[src/pkg/etd_cfg.svh]
`ifndef ETD_CFG_SVH
`define ETD_CFG_SVH
// Register byte addresses on the APB slave
`define ETD_ADDR_DIV_HIGH 8'h00
`define ETD_ADDR_DIV_LOW 8'h04
`define ETD_ADDR_CONFIG 8'h08
`define ETD_ADDR_NV_HIGH 8'h0C
`define ETD_ADDR_NV_LOW 8'h10
`define ETD_ADDR_STATUS 8'h14
// Field positions
`define ETD_LOCK_DISABLE_BIT 7
`define ETD_CLOCK_SELECT_BIT 0
`define ETD_LATCH_ENABLE_BIT 1
`define ETD_WRITE_ENABLE_BIT 2
// Divisor geometry and reset values
`define ETD_DIV_WIDTH 11
`define ETD_HIGH_FIELD_WIDTH 3
`define ETD_NV_HIGH_ERASED 8'h87
`define ETD_NV_LOW_ERASED 8'hFF
// Timing
`define ETD_TICK_PERIOD_NS 35000
`define ETD_MCLK_PERIOD_NS 40
`endif

[src/pkg/etd_pkg.sv]
package etd_pkg;
    // Divider reference source
    typedef enum logic {
        etd_ref_oscillator,
        etd_ref_bus
    } etd_ref_type;
    // Reset loader progress
    typedef enum logic [1:0] {
        etd_load_idle,
        etd_load_copy,
        etd_load_done
    } etd_load_type;
endpackage : etd_pkg

[src/pkg/etd_div_if.sv]
`timescale 1ns/1ns
// Divisor and reference enables travelling from the registers to the counter
interface etd_div_if;
    logic [10:0] divisor;
    logic ref_pulse;
    logic tick;
    logic running;
    modport regs (output divisor, output ref_pulse, input tick, input running);
    modport counter (input divisor, input ref_pulse, output tick, output running);
endinterface : etd_div_if

[src/design/etd_ref_select.sv]
`timescale 1ns/1ns
`include "etd_cfg.svh"
// Picks the reference source and turns its rising edges into one-mclk pulses.
// Both references arrive synchronous to mclk, as slow enable-style levels.
module etd_ref_select
    import etd_pkg::*;
(
    input wire logic mclk,
    input wire logic rst,
    input wire logic oscillator_output_clock,
    input wire logic bus_clock,
    input wire etd_ref_type divisor_clock_select,
    output logic ref_pulse
);
    logic selected; // Chosen reference level
    logic last; // Previous level, for edge detection

    // Source mux
    always_comb begin
        selected = (divisor_clock_select == etd_ref_bus) ? bus_clock : oscillator_output_clock;
    end

    // Remember the level
    always_ff @(posedge mclk) begin
        if (rst) begin
            last <= 1'b0;
        end else begin
            last <= selected;
        end
    end

    // A source switch may produce one stray edge; software reloads the divisor anyway
    assign ref_pulse = selected & ~last;
endmodule : etd_ref_select

[src/design/etd_counter.sv]
`timescale 1ns/1ns
`include "etd_cfg.svh"
// Counts reference edges up to the divisor and emits a one-cycle tick.
module etd_counter
    import etd_pkg::*;
#(
    parameter int DIV_WIDTH = `ETD_DIV_WIDTH
) (
    input wire logic mclk,
    input wire logic rst,
    etd_div_if.counter div
);
    logic [DIV_WIDTH-1:0] count; // Reference edges since last tick
    logic tick_q; // Registered tick

    // Count, wrap at terminal count
    always_ff @(posedge mclk) begin
        if (rst) begin
            count <= '0;
            tick_q <= 1'b0;
        end else begin
            tick_q <= 1'b0;
            if (div.ref_pulse && div.divisor != '0) begin
                if (count >= div.divisor - 1'b1) begin
                    count <= '0;
                    tick_q <= 1'b1;
                end else begin
                    count <= count + 1'b1;
                end
            end
        end
    end

    assign div.tick = tick_q;
    // A zero divisor stops the timebase rather than ticking every edge
    assign div.running = (div.divisor != '0);
endmodule : etd_counter

[src/design/etd_timebase.sv]
`timescale 1ns/1ns
`include "etd_cfg.svh"
module etd_timebase
    import etd_pkg::*;
(
    input wire logic mclk,
    input wire logic rst,
    input wire logic psel,
    input wire logic penable,
    input wire logic pwrite,
    input wire logic [7:0] paddr,
    input wire logic [31:0] pwdata,
    output logic [31:0] prdata,
    output logic pready,
    output logic pslverr,
    input wire logic oscillator_output_clock,
    input wire logic bus_clock,
    input wire logic eeprom_latch_enable,
    input wire logic nv_program_req,
    input wire logic nv_erase_req,
    input wire logic nv_select_high,
    input wire logic [7:0] nv_program_data,
    output logic nv_blocked,
    output logic timebase_tick
);
    localparam int DIV_WIDTH = `ETD_DIV_WIDTH;
    // Divider cycles per tick at the mclk rate, for information only
    localparam int TICK_MCLK = `ETD_TICK_PERIOD_NS / `ETD_MCLK_PERIOD_NS;

    logic [2:0] timebase_divisor_high; // Upper divisor bits
    logic divisor_lock_disable; // One: lock off
    logic [7:0] timebase_divisor_low; // Lower divisor bits
    // The cells power up erased and rst never touches them, so a fresh part is
    // unlocked after the first reload; rst itself locks it, so software can program both bytes only after that reload
    logic [7:0] divisor_high_nonvolatile = `ETD_NV_HIGH_ERASED; // Nonvolatile high byte
    logic [7:0] divisor_low_nonvolatile = `ETD_NV_LOW_ERASED; // Nonvolatile low byte
    etd_ref_type divisor_clock_select; // Reference choice
    logic write_enable; // Gate for the proposed addresses
    etd_load_type load_state; // Reset loader
    logic [31:0] next_prdata; // Read mux
    logic wr_strobe; // APB access-phase write
    logic div_writable; // Divisor may take a write
    logic locked; // Security active

    etd_div_if div_bus();

    // APB answers in the access phase with no wait
    assign pready = 1'b1;
    assign wr_strobe = psel & penable & pwrite;
    assign locked = ~divisor_lock_disable;
    assign div_writable = write_enable & ~eeprom_latch_enable & ~locked;
    assign nv_blocked = locked;

    // Unmapped address reports an error
    always_comb begin
        pslverr = 1'b0;
        if (psel && penable) begin
            unique case (paddr)
                `ETD_ADDR_DIV_HIGH, `ETD_ADDR_DIV_LOW, `ETD_ADDR_CONFIG,
                `ETD_ADDR_NV_HIGH, `ETD_ADDR_NV_LOW, `ETD_ADDR_STATUS: pslverr = 1'b0;
                default: pslverr = 1'b1;
            endcase
        end
    end

    // Reset loader: one cycle after reset release the nonvolatile copy lands
    // The idle state is never entered; the loader rests in done until the next rst
    always_ff @(posedge mclk) begin
        if (rst) begin
            load_state <= etd_load_copy;
        end else begin
            unique case (load_state)
                etd_load_idle: load_state <= etd_load_idle;
                etd_load_copy: load_state <= etd_load_done;
                etd_load_done: load_state <= etd_load_done;
            endcase
        end
    end

    // Volatile divisor registers
    always_ff @(posedge mclk) begin
        if (rst) begin
            timebase_divisor_high <= 3'h0;
            timebase_divisor_low <= 8'h00;
            divisor_lock_disable <= 1'b0;
        end else if (load_state == etd_load_copy) begin
            // Only path from the nonvolatile bytes into the divisor
            timebase_divisor_high <= divisor_high_nonvolatile[2:0];
            divisor_lock_disable <= divisor_high_nonvolatile[`ETD_LOCK_DISABLE_BIT];
            timebase_divisor_low <= divisor_low_nonvolatile;
        end else if (wr_strobe && div_writable) begin
            if (paddr == `ETD_ADDR_DIV_HIGH) begin
                timebase_divisor_high <= pwdata[2:0];
                divisor_lock_disable <= pwdata[`ETD_LOCK_DISABLE_BIT];
            end
            if (paddr == `ETD_ADDR_DIV_LOW) begin
                timebase_divisor_low <= pwdata[7:0];
            end
        end
    end

    // Nonvolatile bytes survive rst: they only change by program/erase
    // Erase wins when both requests arrive in one cycle
    always_ff @(posedge mclk) begin
        if (!locked && nv_erase_req) begin
            if (nv_select_high) begin
                divisor_high_nonvolatile <= `ETD_NV_HIGH_ERASED;
            end else begin
                divisor_low_nonvolatile <= `ETD_NV_LOW_ERASED;
            end
        end else if (!locked && nv_program_req) begin
            // Programming only clears bits, as in real cells
            if (nv_select_high) begin
                divisor_high_nonvolatile <= divisor_high_nonvolatile & nv_program_data;
            end else begin
                divisor_low_nonvolatile <= divisor_low_nonvolatile & nv_program_data;
            end
        end
    end

    // Configuration register: clock select, write gate
    // A source change needs a fresh divisor from software; nothing reloads it here
    always_ff @(posedge mclk) begin
        if (rst) begin
            divisor_clock_select <= etd_ref_oscillator;
            write_enable <= 1'b0;
        end else if (wr_strobe && paddr == `ETD_ADDR_CONFIG) begin
            divisor_clock_select <= etd_ref_type'(pwdata[`ETD_CLOCK_SELECT_BIT]);
            write_enable <= pwdata[`ETD_WRITE_ENABLE_BIT];
        end
    end

    // Read mux, always available
    always_comb begin
        next_prdata = 32'h0000_0000;
        unique case (paddr)
            `ETD_ADDR_DIV_HIGH: next_prdata = {24'h0, divisor_lock_disable, 4'h0,
                timebase_divisor_high};
            `ETD_ADDR_DIV_LOW: next_prdata = {24'h0, timebase_divisor_low};
            `ETD_ADDR_CONFIG: next_prdata = {29'h0, write_enable, 1'b0,
                divisor_clock_select};
            `ETD_ADDR_NV_HIGH: next_prdata = {24'h0, divisor_high_nonvolatile};
            `ETD_ADDR_NV_LOW: next_prdata = {24'h0, divisor_low_nonvolatile};
            `ETD_ADDR_STATUS: next_prdata = {29'h0, div_bus.running,
                eeprom_latch_enable, locked};
            default: next_prdata = 32'h0000_0000;
        endcase
    end

    // Read data held in a flip-flop, loaded in the setup phase
    always_ff @(posedge mclk) begin
        if (rst) begin
            prdata <= 32'h0000_0000;
        end else if (psel && !penable && !pwrite) begin
            prdata <= next_prdata;
        end
    end

    assign div_bus.divisor = {timebase_divisor_high, timebase_divisor_low};

    etd_ref_select u_ref (
        .mclk(mclk),
        .rst(rst),
        .oscillator_output_clock(oscillator_output_clock),
        .bus_clock(bus_clock),
        .divisor_clock_select(divisor_clock_select),
        .ref_pulse(div_bus.ref_pulse)
    );

    etd_counter #(.DIV_WIDTH(DIV_WIDTH)) u_cnt (
        .mclk(mclk),
        .rst(rst),
        .div(div_bus.counter)
    );

    assign timebase_tick = div_bus.tick;
endmodule : etd_timebase

[config.mk]
export PLATFORM = sky130hd
export DESIGN_NAME = etd_timebase
export DESIGN_NICKNAME = d
export VERILOG_FILES = /design/src/pkg/etd_pkg.sv /design/src/pkg/etd_div_if.sv /design/src/design/etd_ref_select.sv /design/src/design/etd_counter.sv /design/src/design/etd_timebase.sv
export VERILOG_INCLUDE_DIRS = /design/src /design/src/pkg
export SDC_FILE = /design/constraint.sdc
export NUM_CORES = 1
export LEC_CHECK = 0
export ABC_AREA = 1
export CORE_UTILIZATION = 50
export DETAILED_ROUTE_END_ITERATION = 6
export DONT_BUFFER_PORTS = 1
export GPL_ROUTABILITY_DRIVEN = 1
export PLACE_DENSITY = 0.73
export SLEW_MARGIN = 20
export SYNTH_ARGS = -nofsm -noshare
export SYNTH_HDL_FRONTEND = slang
export SYNTH_HIERARCHICAL = 1
export SYNTH_SLANG_ARGS = --single-unit
[constraint.sdc]
create_clock -name mclk -period 3.1 [get_ports mclk]
set_input_delay 0.155 -clock mclk [delete_from_list [all_inputs] [get_ports mclk]]
set_output_delay 0.155 -clock mclk [all_outputs]
set_load 0.02 [all_outputs]
==> results of run 1 <==
==> routing by layer <==
layer,vias to the layer above,GRT usage
li1,1501,-
met1,1283,0.231
met2,64,0.369
met3,11,0.0423
met4,0,0.0724
met5,-,0
==> cell families after synthesis <==
kind of cell | after synthesis | share of synthesized area
other | 2 | 0.00220
buffers and inverters | 100 | 0.139
xor gates and xnor gates | 10 | 0.0256
AOI/OAI and AO/OA | 61 | 0.0978
DFF | 53 | 0.358
and+or+nand+nor | 248 | 0.327
adders and majority gates | 14 | 0.0513
==> sequential cells by signal, summed over array words and instances, names as in the netlist <==
register                  count
divisor_clock_select          1
u_cnt/div.tick                1
timebase_divisor_high         3
divisor_low_nonvolatile       8
divisor_high_nonvolatile      8
u_cnt/count                  11
u_ref/last                    1
timebase_divisor_low          8
prdata                        8
divisor_lock_disable          1
write_enable                  1
load_state                    2
==> Yosys cell counts (3+ instances only) <==
cell type,n,area share
clkbuf_1,3,0.0033
ha_1,14,0.051
inv_1,64,0.070
edfxtp_1,16,0.14
nand2_1,129,0.14
buf_4,26,0.057
o21ai_1,7,0.010
nor2_2,6,0.011
nand2_2,4,0.0073
dfxtp_1,37,0.22
a21oi_1,21,0.031
nor3_1,7,0.010
nor2_1,50,0.055
inv_2,6,0.0066
nor2_4,3,0.0099
o21ai_0,26,0.038
xnor2_1,4,0.010
nand3_1,36,0.053
nand2_4,4,0.013
xor2_1,6,0.015
==> cell type report <==
| type | instances | area share |
|---|---|---|
| clock buffers | 5 | 0.0197 |
| clock inverters | 3 | 0.00823 |
| inverters | 70 | 0.0752 |
| multi-input cells | 358 | 0.517 |
| flip-flops and latches | 53 | 0.349 |
| well taps | 77 | 0.0276 |
| repair buffers | 1 | 0.00286 |
==> timing repair <==
item                                   CTS  global route
buffers inserted                         0             0
hold buffers                             1             0
endpoints found under the hold margin   18             0
==> power breakdown <==
part	internal, uW	total (uW)	switching, uW
combinational	96.3	286	190
sequential	740	768	28.1
clock	169	423	253
total	1010	1480	471
==> worst max-delay path, stage by stage, from the launching register on <==
cell and delay, ns:
dfxtp_1 0.34, inv_1 0.13, ha_1 0.22, nand2_2 0.10, nor3_1 0.25, nand2_1 0.14
xor2_1 0.16, ha_1 0.29, nand2_1 0.10, inv_1 0.06, a21oi_1 0.14, nand2_1 0.10
o21bai_4 0.19, nand2_4 0.12, nor2_1 0.11
==> per-stage QoR <==
| stage | instances | total power (uW) | worst slack [ns] |
|---|---|---|---|
| after floorplan | 511 | 1040 | 0.891 |
| after global placement | 558 | 1060 | 0.633 |
| after detailed placement | 558 | 1070 | 0.559 |
| after CTS | 567 | 1490 | 0.533 |
| after global routing | 567 | 1570 | 0.383 |
| final | 567 | 1480 | 0.572 |
==> how the worst max path moves through the flow <==
stage,from,to,slack (ns)
detailed placement,timebase_divisor_low[0],u_cnt/count[9],0.56
CTS,timebase_divisor_low[0],u_cnt/count[9],0.53
global placement,timebase_divisor_low[0],u_cnt/count[1],0.63
floorplan,timebase_divisor_low[0],u_cnt/count[1],0.89
global route,timebase_divisor_low[0],u_cnt/count[9],0.38
finish,timebase_divisor_low[0],u_cnt/count[9],0.57
==> results.py, run 1 <==
metrics = {
    "status": {
        "status": "finished, final reports clean",
    },
    "route": {
        "wl_met2_mm": 3.47,
        "ant_nets": 0,
        "routed.top_layer": "met4",
        "drt-initial-drc-count": 75,
        "met3_length_microns": 271,
        "via_count": 2859,
        "routedWlPerCell_microns": 12.1,
        "drc_errors": 0,
        "wl_mm": 6.85,
        "drtPass1Iterations": 6,
        "vias_per_cell": 5.04,
        "wl_met1_mm": 3.01,
    },
    "run": {
        "max-cap-violations": 0,
    },
    "yosys": {
        "synth-seq-cells": 53,
        "ys_types": 34,
        "async_flop_share": 0,
        "seq_area_frac_synth": 0.358,
        "yosys_most_used_dff": "dfxtp_1",
        "synthesis.area_sq_mm": 0.00341,
        "synth_edf_count": 16,
        "ys_warn_count": 6,
        "synth_cells": 488,
        "synth.avg_cell_area_sq_um": 7.00,
    },
    "sta": {
        "hold_ws_ns": 0.0236,
        "hold_violations": 0,
        "drv_slew": 0,
        "setup_viol_count_final": 0,
        "relSlewSlack": 0.484,
        "rsz0062_at_grt": "no",
        "period_needed_ns": 2.53,
        "tns_ns": 0,
        "worst_pin_slew_ns": 0.771,
        "finalClockSkew_ns": 0.0137,
        "fin_crit_sh": 0.816,
        "fmax_ghz": 0.396,
    },
    "layout": {
        "final_core_util": 0.541,
        "drive_above_1_share": 0.0776,
        "final_cell_mix": "nand2_1, inv_1, nor2_1, dfxtp_1, nand3_1",
        "seq_area_sq_mm": 0.00122,
        "final_area_sq_mm": 0.00349,
        "fillerInstances": 627,
        "num-nets-final": 562,
        "area_growth_pct": 2.35,
        "multiInputGateArea_sq_mm": 0.00181,
        "diodes": 0,
        "final_common_cell": "nand2_1",
    },
    "worst_setup_path": {
        "crit_path_start_kind": "flip-flop",
        "r2r_cells": 14,
        "crit_fanout": 10,
        "timing.rr.end": "u_cnt/count[9]",
        "crit_arrival_ns": 2.78,
        "worstPathRequired_ns": 3.35,
        "critical_path_class": "reg2reg",
        "cp-end-kind": "flip-flop",
        "rrSetupSlack_ns": 0.57,
        "timing.rr.start": "timebase_divisor_low[0]",
    },
    "placed_design": {
        "post-dp-hpwl_mm": 5.44,
        "post_dp_cell_area_sq_mm": 0.00339,
        "gp_congestion": 0.914,
        "io_buffers": 0,
    },
    "power": {
        "p_leak_uw": 0.00164,
        "peakVddDrop_v": 0.000273,
        "power.density_mw_per_mm2": 423,
    },
    "global_route": {
        "grt_pass1_wl_mm": 11.5,
        "grt_start_max_net_pins": 28,
        "grt_usage": 0.202,
        "grt_pass1_vias": 2630,
        "overflow": 0,
        "antenna_found_initial": 0,
    },
    "min_path": {
        "hold_path.class": "in2reg",
        "hold_end": "divisor_low_nonvolatile[5]",
        "hp-start": "nv_program_data[5]",
        "hold_path_depth": 2,
    },
    "clock_tree": {
        "h-tree-depth": 2,
        "postCtsResizedCells": 0,
        "cts_buffers": 5,
        "clock_latency_ns": 0.32,
        "clkSinkCount": 53,
        "cts_buffer_depth": 2,
        "cts_tree": "built",
        "clk_transition_reported_paths_ns": 0.11,
        "cts-root-buf": "clkbuf_8",
    },
    "floorplanning": {
        "start_util": 0.529,
        "rows": 29,
        "die_width_microns": 84.6,
        "io_pins": 95,
        "dieArea_sq_mm": 0.00716,
        "fp.dieH_microns": 84.6,
        "core_area_sq_mm": 0.00646,
    },
}
(Power assumes the default switching activity.)
==> run 2, diff against run 1 <==
--- a/config.mk
+++ b/config.mk
@@ -6,12 +6,12 @@
 export SDC_FILE = /design/constraint.sdc
 export NUM_CORES = 1
 export LEC_CHECK = 0
-export ABC_AREA = 1
+export ABC_AREA = 0
 export CORE_UTILIZATION = 50
 export DETAILED_ROUTE_END_ITERATION = 6
 export DONT_BUFFER_PORTS = 1
 export GPL_ROUTABILITY_DRIVEN = 1
-export PLACE_DENSITY = 0.73
+export PLACE_DENSITY = 0.76
 export SLEW_MARGIN = 20
 export SYNTH_ARGS = -nofsm -noshare
 export SYNTH_HDL_FRONTEND = slang
==> constraint.sdc (replaced) <==
create_clock -name mclk -period 2.3 [get_ports mclk]
set_input_delay 0.115 -clock mclk [delete_from_list [all_inputs] [get_ports mclk]]
set_output_delay 0.115 -clock mclk [all_outputs]
set_load 0.02 [all_outputs]
==> run 2 against run 1 <==
  * The flow now finishes with violations (negative hold slack, negative setup slack)
  * Worst setup slack lost 1.0 ns
  * Sequential share of layout area is 3.1 points lower
  * Final area increased by 10%
  * Routed wire length is 23% higher
  * Cell count is 15% lower
  * Worst hold slack worse by 0.19 ns
  * Maximum frequency down 7.2%
  * Critical path type unchanged
  * Largest power group unchanged
==> results.py, run 2 <==
metrics = {
    "layout": {
        "multiInputGateArea_sq_mm": 0.00187,
        "seq_area_sq_mm": 0.00122,
        "largest_register": "u_cnt/count",
        "fillerInstances": 504,
        "largest_reg_flops": 11,
        "drive_above_1_share": 0.170,
        "final_cell_mix": "nand2_1, dfxtp_1, nor2_1, conb_1, buf_4",
        "area_growth_pct": 19.7,
        "final_common_cell": "nand2_1",
        "final_core_util": 0.635,
        "num-nets-final": 477,
        "diodes": 0,
    },
    "worst_setup_path": {
        "cp-end-kind": "flip-flop",
        "crit_fanout": 12,
        "r2r_cells": 11,
        "crit_path_start_kind": "flip-flop",
        "endpoint": "u_cnt/count[10]",
        "timing.rr.start": "timebase_divisor_high[0]",
        "rrSetupSlack_ns": -0.42,
        "crit_arrival_ns": 2.94,
        "startpoint": "timebase_divisor_high[0]",
        "timing.rr.end": "u_cnt/count[10]",
        "worstPathRequired_ns": 2.52,
        "critical_path_class": "reg2reg",
    },
    "clock_tree": {
        "clkSinkCount": 53,
        "cts_buffers": 5,
        "clk_transition_reported_paths_ns": 0.09,
        "h-tree-depth": 2,
        "cts_buffer_depth": 2,
        "cts_tree": "built",
        "clock_latency_ns": 0.31,
        "cts-root-buf": "clkbuf_8",
    },
    "power": {
        "peakVddDrop_v": 0.000322,
        "p_leak_uw": 0.00160,
        "power.density_mw_per_mm2": 585,
    },
    "status": {
        "violations": "negative hold slack, negative setup slack",
        "status": "finished, violations left",
    },
    "floorplanning": {
        "core_area_sq_mm": 0.00606,
        "rows": 28,
        "fp.dieH_microns": 82.2,
        "io_pins": 95,
        "start_util": 0.531,
        "dieArea_sq_mm": 0.00676,
        "die_width_microns": 82.2,
    },
    "route": {
        "drc_errors": 0,
        "ant_nets": 0,
        "routedWlPerCell_microns": 17.6,
        "wl_mm": 8.43,
        "vias_per_cell": 5.93,
        "drtPass1Iterations": 5,
        "drt-initial-drc-count": 220,
        "via_count": 2845,
    },
    "global_route": {
        "antenna_found_initial": 0,
        "grt_start_max_net_pins": 30,
        "grt_pass1_wl_mm": 12.8,
        "grt_pass1_vias": 2647,
        "overflow": 0,
        "grt_usage": 0.254,
    },
    "yosys": {
        "synthesis.area_sq_mm": 0.00322,
        "synth_top_area_share": 0.230,
        "ys_top_cells_by_area": "dfxtp_1, edfxtp_1, buf_4",
        "seq_area_frac_synth": 0.379,
        "synth_edf_count": 16,
        "yosysTopAreaCell": "dfxtp_1",
        "async_flop_share": 0,
        "synth_cells": 359,
        "ys_warn_count": 6,
        "synth.avg_cell_area_sq_um": 8.96,
        "synth-seq-cells": 53,
        "synthTopCellsByCount": "nand2_1, dfxtp_1, nor2_1",
        "synth_most_common_cell": "nand2_1",
        "ys_types": 59,
        "yosys_most_used_dff": "dfxtp_1",
    },
    "sta": {
        "fin_ws_ns": -0.424,
        "finalClockSkew_ns": 0.00748,
        "hold_ws_ns": -0.168,
        "drv_slew": 0,
        "fin_crit_sh": 1.18,
        "hold_violations": 6,
        "rsz0062_at_grt": "yes",
        "relSlewSlack": 0.513,
        "worst_pin_slew_ns": 0.727,
        "fmax_ghz": 0.367,
        "setup_viol_count_final": 13,
        "period_needed_ns": 2.72,
    },
    "placed_design": {
        "post-dp-hpwl_mm": 6.01,
        "gp_congestion": 0.841,
        "pre_cts_ws_ns": -0.515,
        "io_buffers": 0,
    },
    "run": {
        "max-cap-violations": 0,
    },
    "min_path": {
        "hold_path.class": "in2reg",
    },
}
## run 2: changes by cell type in the layout (fill, tap and decap cells not counted), moves of 6 or more
cell and delta:
a211oi_1 +8, a21oi_1 -6, and3_1 +7, buf_4 +25
dlygate4sd3_1 +23, inv_1 -51, inv_2 -6, mux2i_1 +15
nand2_1 -84, nand3_1 -26, nor2_1 -21, o21ai_0 -19
## run 2: report_power, final
| group | leakage, uW | switching (uW) | internal (uW) |
|---|---|---|---|
| combinational | 0.00108 | 265 | 224 |
| clock | 0.0000681 | 313 | 432 |
| sequential | 0.000450 | 23.2 | 994 |
| total | 0.00160 | 601 | 1650 |
## run 2: cell families (layout without fill, tap and decap cells)
group,after synthesis,count (layout),synth area share
compound gates,69,69,0.156
xor+xnor,9,9,0.0245
fa+ha+maj,14,14,0.0544
buf+inv,51,74,0.0918
flops,53,53,0.379
mux,19,19,0.0676
other cells,2,25,0.00233
simple gates,142,142,0.224
## run 2: final cells by class
type,count,share of cell area
Clock inverter,3,0.0169
Sequential cell,53,0.318
Clock buffer,5,0.0179
Tap cell,75,0.0244
Inverter,14,0.0146
Multi-Input combinational cell,278,0.486
Timing Repair Buffer,52,0.122
## run 2: through the flow
step | TNS (ns) | cell area, sq um | total power (uW) | std cells
final | -4.45 | 3850 | 2250 | 480
after global routing | -5.96 | 3850 | 2340 | 480
after CTS | -5.56 | 3770 | 2220 | 477
after detailed placement | -5.36 | 3380 | 1440 | 445
after global placement | -3.87 | 3380 | 1420 | 445
after floorplan | -3.67 | 3330 | 1360 | 382
## run 2: timing repair
item,4_1_cts,5_1_grt
pin swaps,2,3
setup endpoints to repair,13,22
endpoints found under the hold margin,34,7
resized for setup,5,14
buffers inserted,1,2
hold buffers,23,1
## run 2: critical path: stages (launching register included)
cell	delay, ns
dfxtp_2	0.33
or4_4	0.57
nor3_2	0.14
xnor2_1	0.09
ha_2	0.18
or3_1	0.36
a221oi_2	0.22
o21ai_2	0.12
o21bai_2	0.17
buf_12	0.15
a21oi_1	0.06
o32ai_1	0.24
## run 2: how the worst min path moves through the flow
stage / depth (start not counted) / slack, ns / end / startpoint
4_1_cts: 0 / -0.18 / load_state[0] / rst
3_5_place_dp: 0 / 0.15 / load_state[0] / rst
2_1_floorplan: 0 / 0.14 / load_state[0] / rst
5_1_grt: 0 / -0.19 / load_state[0] / rst
6_report: 0 / -0.17 / load_state[0] / rst
3_3_place_gp: 0 / 0.15 / load_state[0] / rst
## run 2: layer usage
layer  up-vias  routed length (microns)  GRT usage
li1       1350                        -          -
met1      1358                     3650      0.329
met2       125                     3960      0.412
met3        12                      683     0.0582
met4         0                      133     0.0930
met5         -                        0          0
==> run 3, diff against run 2 <==
--- a/config.mk
+++ b/config.mk
@@ -12,6 +12,7 @@
 export DONT_BUFFER_PORTS = 1
 export GPL_ROUTABILITY_DRIVEN = 1
 export PLACE_DENSITY = 0.76
+export RECOVER_POWER = 50
 export SLEW_MARGIN = 20
 export SYNTH_ARGS = -nofsm -noshare
 export SYNTH_HDL_FRONTEND = slang
==> run 3 against run 2 <==
  * The run still ends with negative hold slack, negative setup slack left
  * Sequential power about the same
  * Die area unchanged
  * Core utilization about the same
  * Final area about the same
  * Critical path type unchanged
  * Critical endpoint unchanged
==> results.py, run 3 (synthesis gave the netlist of run 2 again) <==
metrics = {
    "status": {
        "status": "finished, violations left",
        "violations": "negative hold slack, negative setup slack",
    },
    "layout": {
        "final_common_cell": "nand2_1",
        "largest_reg_flops": 11,
        "diodes": 0,
        "final_cell_mix": "nand2_1, dfxtp_1, nor2_1, conb_1, buf_4",
        "final_cells": 480,
        "area_growth_pct": 19.6,
        "drive_above_1_share": 0.168,
        "largest_register": "u_cnt/count",
        "num-nets-final": 477,
        "fillerInstances": 504,
    },
    "placed_design": {
        "io_buffers": 0,
        "post-dp-hpwl_mm": 6.01,
        "dp.cells": 445,
        "gp_congestion": 0.841,
    },
    "clock_tree": {
        "cts_buffers": 5,
        "cts_tree": "built",
        "h-tree-depth": 2,
        "clock_latency_ns": 0.31,
        "cts-root-buf": "clkbuf_8",
        "clkSinkCount": 53,
        "clk_transition_reported_paths_ns": 0.09,
        "cts_buffer_depth": 2,
    },
    "worst_setup_path": {
        "crit_fanout": 12,
        "cp-end-kind": "flip-flop",
        "critical_path_class": "reg2reg",
        "crit_path_start_kind": "flip-flop",
        "crit_family": "simple AND/OR/NAND/NOR gates",
        "crit_buf_inv": 1,
        "max_stage_delay_ns": 0.57,
        "path_cells": "or4_4 -> nor3_2 -> xnor2_1 -> ha_2 -> or3_1 -> a221oi_2 -> o21ai_2 -> o21bai_2 -> buf_12 -> a21oi_1 -> o32ai_1",
        "crit_arrival_ns": 2.94,
        "worstPathRequired_ns": 2.52,
        "crit_slowest_cell": "or4_4",
    },
    "sta": {
        "period_needed_ns": 2.72,
        "rsz0062_at_grt": "yes",
        "hold_ws_ns": -0.168,
        "relSlewSlack": 0.513,
        "drv_slew": 0,
        "finalClockSkew_ns": 0.00748,
        "fin_crit_sh": 1.18,
        "setup_viol_count_final": 16,
        "fin_ws_ns": -0.424,
        "worst_pin_slew_ns": 0.727,
        "hold_violations": 6,
        "fmax_ghz": 0.367,
    },
    "global_route": {
        "grt_start_max_net_pins": 30,
        "grt_pass1_wl_mm": 12.8,
        "grt_pass1_vias": 2647,
        "overflow": 0,
        "grt_usage": 0.254,
        "antenna_found_initial": 0,
    },
    "route": {
        "drc_errors": 0,
        "vias_per_cell": 5.93,
        "ant_nets": 0,
        "via_count": 2845,
        "routedWlPerCell_microns": 17.6,
        "drtPass1Iterations": 5,
        "wl_mm": 8.43,
        "drt-initial-drc-count": 220,
    },
    "floorplanning": {
        "rows": 28,
        "die_width_microns": 82.2,
        "fp.dieH_microns": 82.2,
        "io_pins": 95,
        "core_area_sq_mm": 0.00606,
        "start_util": 0.531,
        "dieArea_sq_mm": 0.00676,
    },
    "run": {
        "max-cap-violations": 0,
    },
    "power": {
        "power.density_mw_per_mm2": 585,
        "p_leak_uw": 0.00160,
        "peakVddDrop_v": 0.000322,
    },
    "min_path": {
        "hold_path.class": "in2reg",
    },
}
## run 3: layout make-up
cell class	count	area, sq um	area share
Clock buffer	5	68.8	0.0179
Timing Repair Buffer	52	470	0.122
Clock inverter	3	65.1	0.0169
Multi-Input combinational cell	278	1870	0.486
Tap cell	75	93.8	0.0244
Inverter	14	56.3	0.0146
Sequential cell	53	1220	0.318
## run 3: stage by stage
step / area, sq um / power, uW / util / worst slack [ns] / setup TNS [ns]
after floorplan: 3330 / 1360 / - / -0.365 / -3.67
after detailed placement: 3380 / 1440 / 0.558 / -0.515 / -5.36
after CTS: 3770 / 2220 / 0.623 / -0.528 / -5.56
after global routing: 3850 / 2340 / 0.635 / -0.560 / -6.32
final: 3850 / 2250 / 0.635 / -0.424 / -4.46
after global placement: 3380 / 1420 / 0.558 / -0.370 / -3.87
## run 3: final timing paths
| check | from | slack, ns | end | cells after the start |
|---|---|---|---|---|
| setup / recovery | timebase_divisor_high[0] | -0.42 | u_cnt/count[10] | 11 |
| hold reg to reg | u_cnt/count[1] | 0.51 | u_cnt/count[1] | 2 |
| setup reg to reg | timebase_divisor_high[0] | -0.42 | u_cnt/count[10] | 11 |
| hold / removal | rst | -0.17 | load_state[0] | 0 |
## run 3: where the power goes
group	switching [uW]	leakage (uW)	total, uW	internal (uW)
Sequential	23.2	0.000450	1020	994
Combinational	265	0.00108	489	224
Clock	313	0.0000681	745	432
## run 3: repair_timing
item	in CTS	in global routing
buffers inserted	1	2
hold buffers	23	1
hold endpoints to repair	34	7
pin swaps	2	3
endpoints found under the setup margin	13	22
resized for setup	5	14
## run 3: metal layers
layer | part of all wire | global-route usage | vias to the layer above
met5 | 0 | 0 | -
met4 | 0.016 | 0.0930 | 0
met3 | 0.081 | 0.0582 | 12
met2 | 0.47 | 0.412 | 125
met1 | 0.43 | 0.329 | 1358
li1 | - | - | 1350
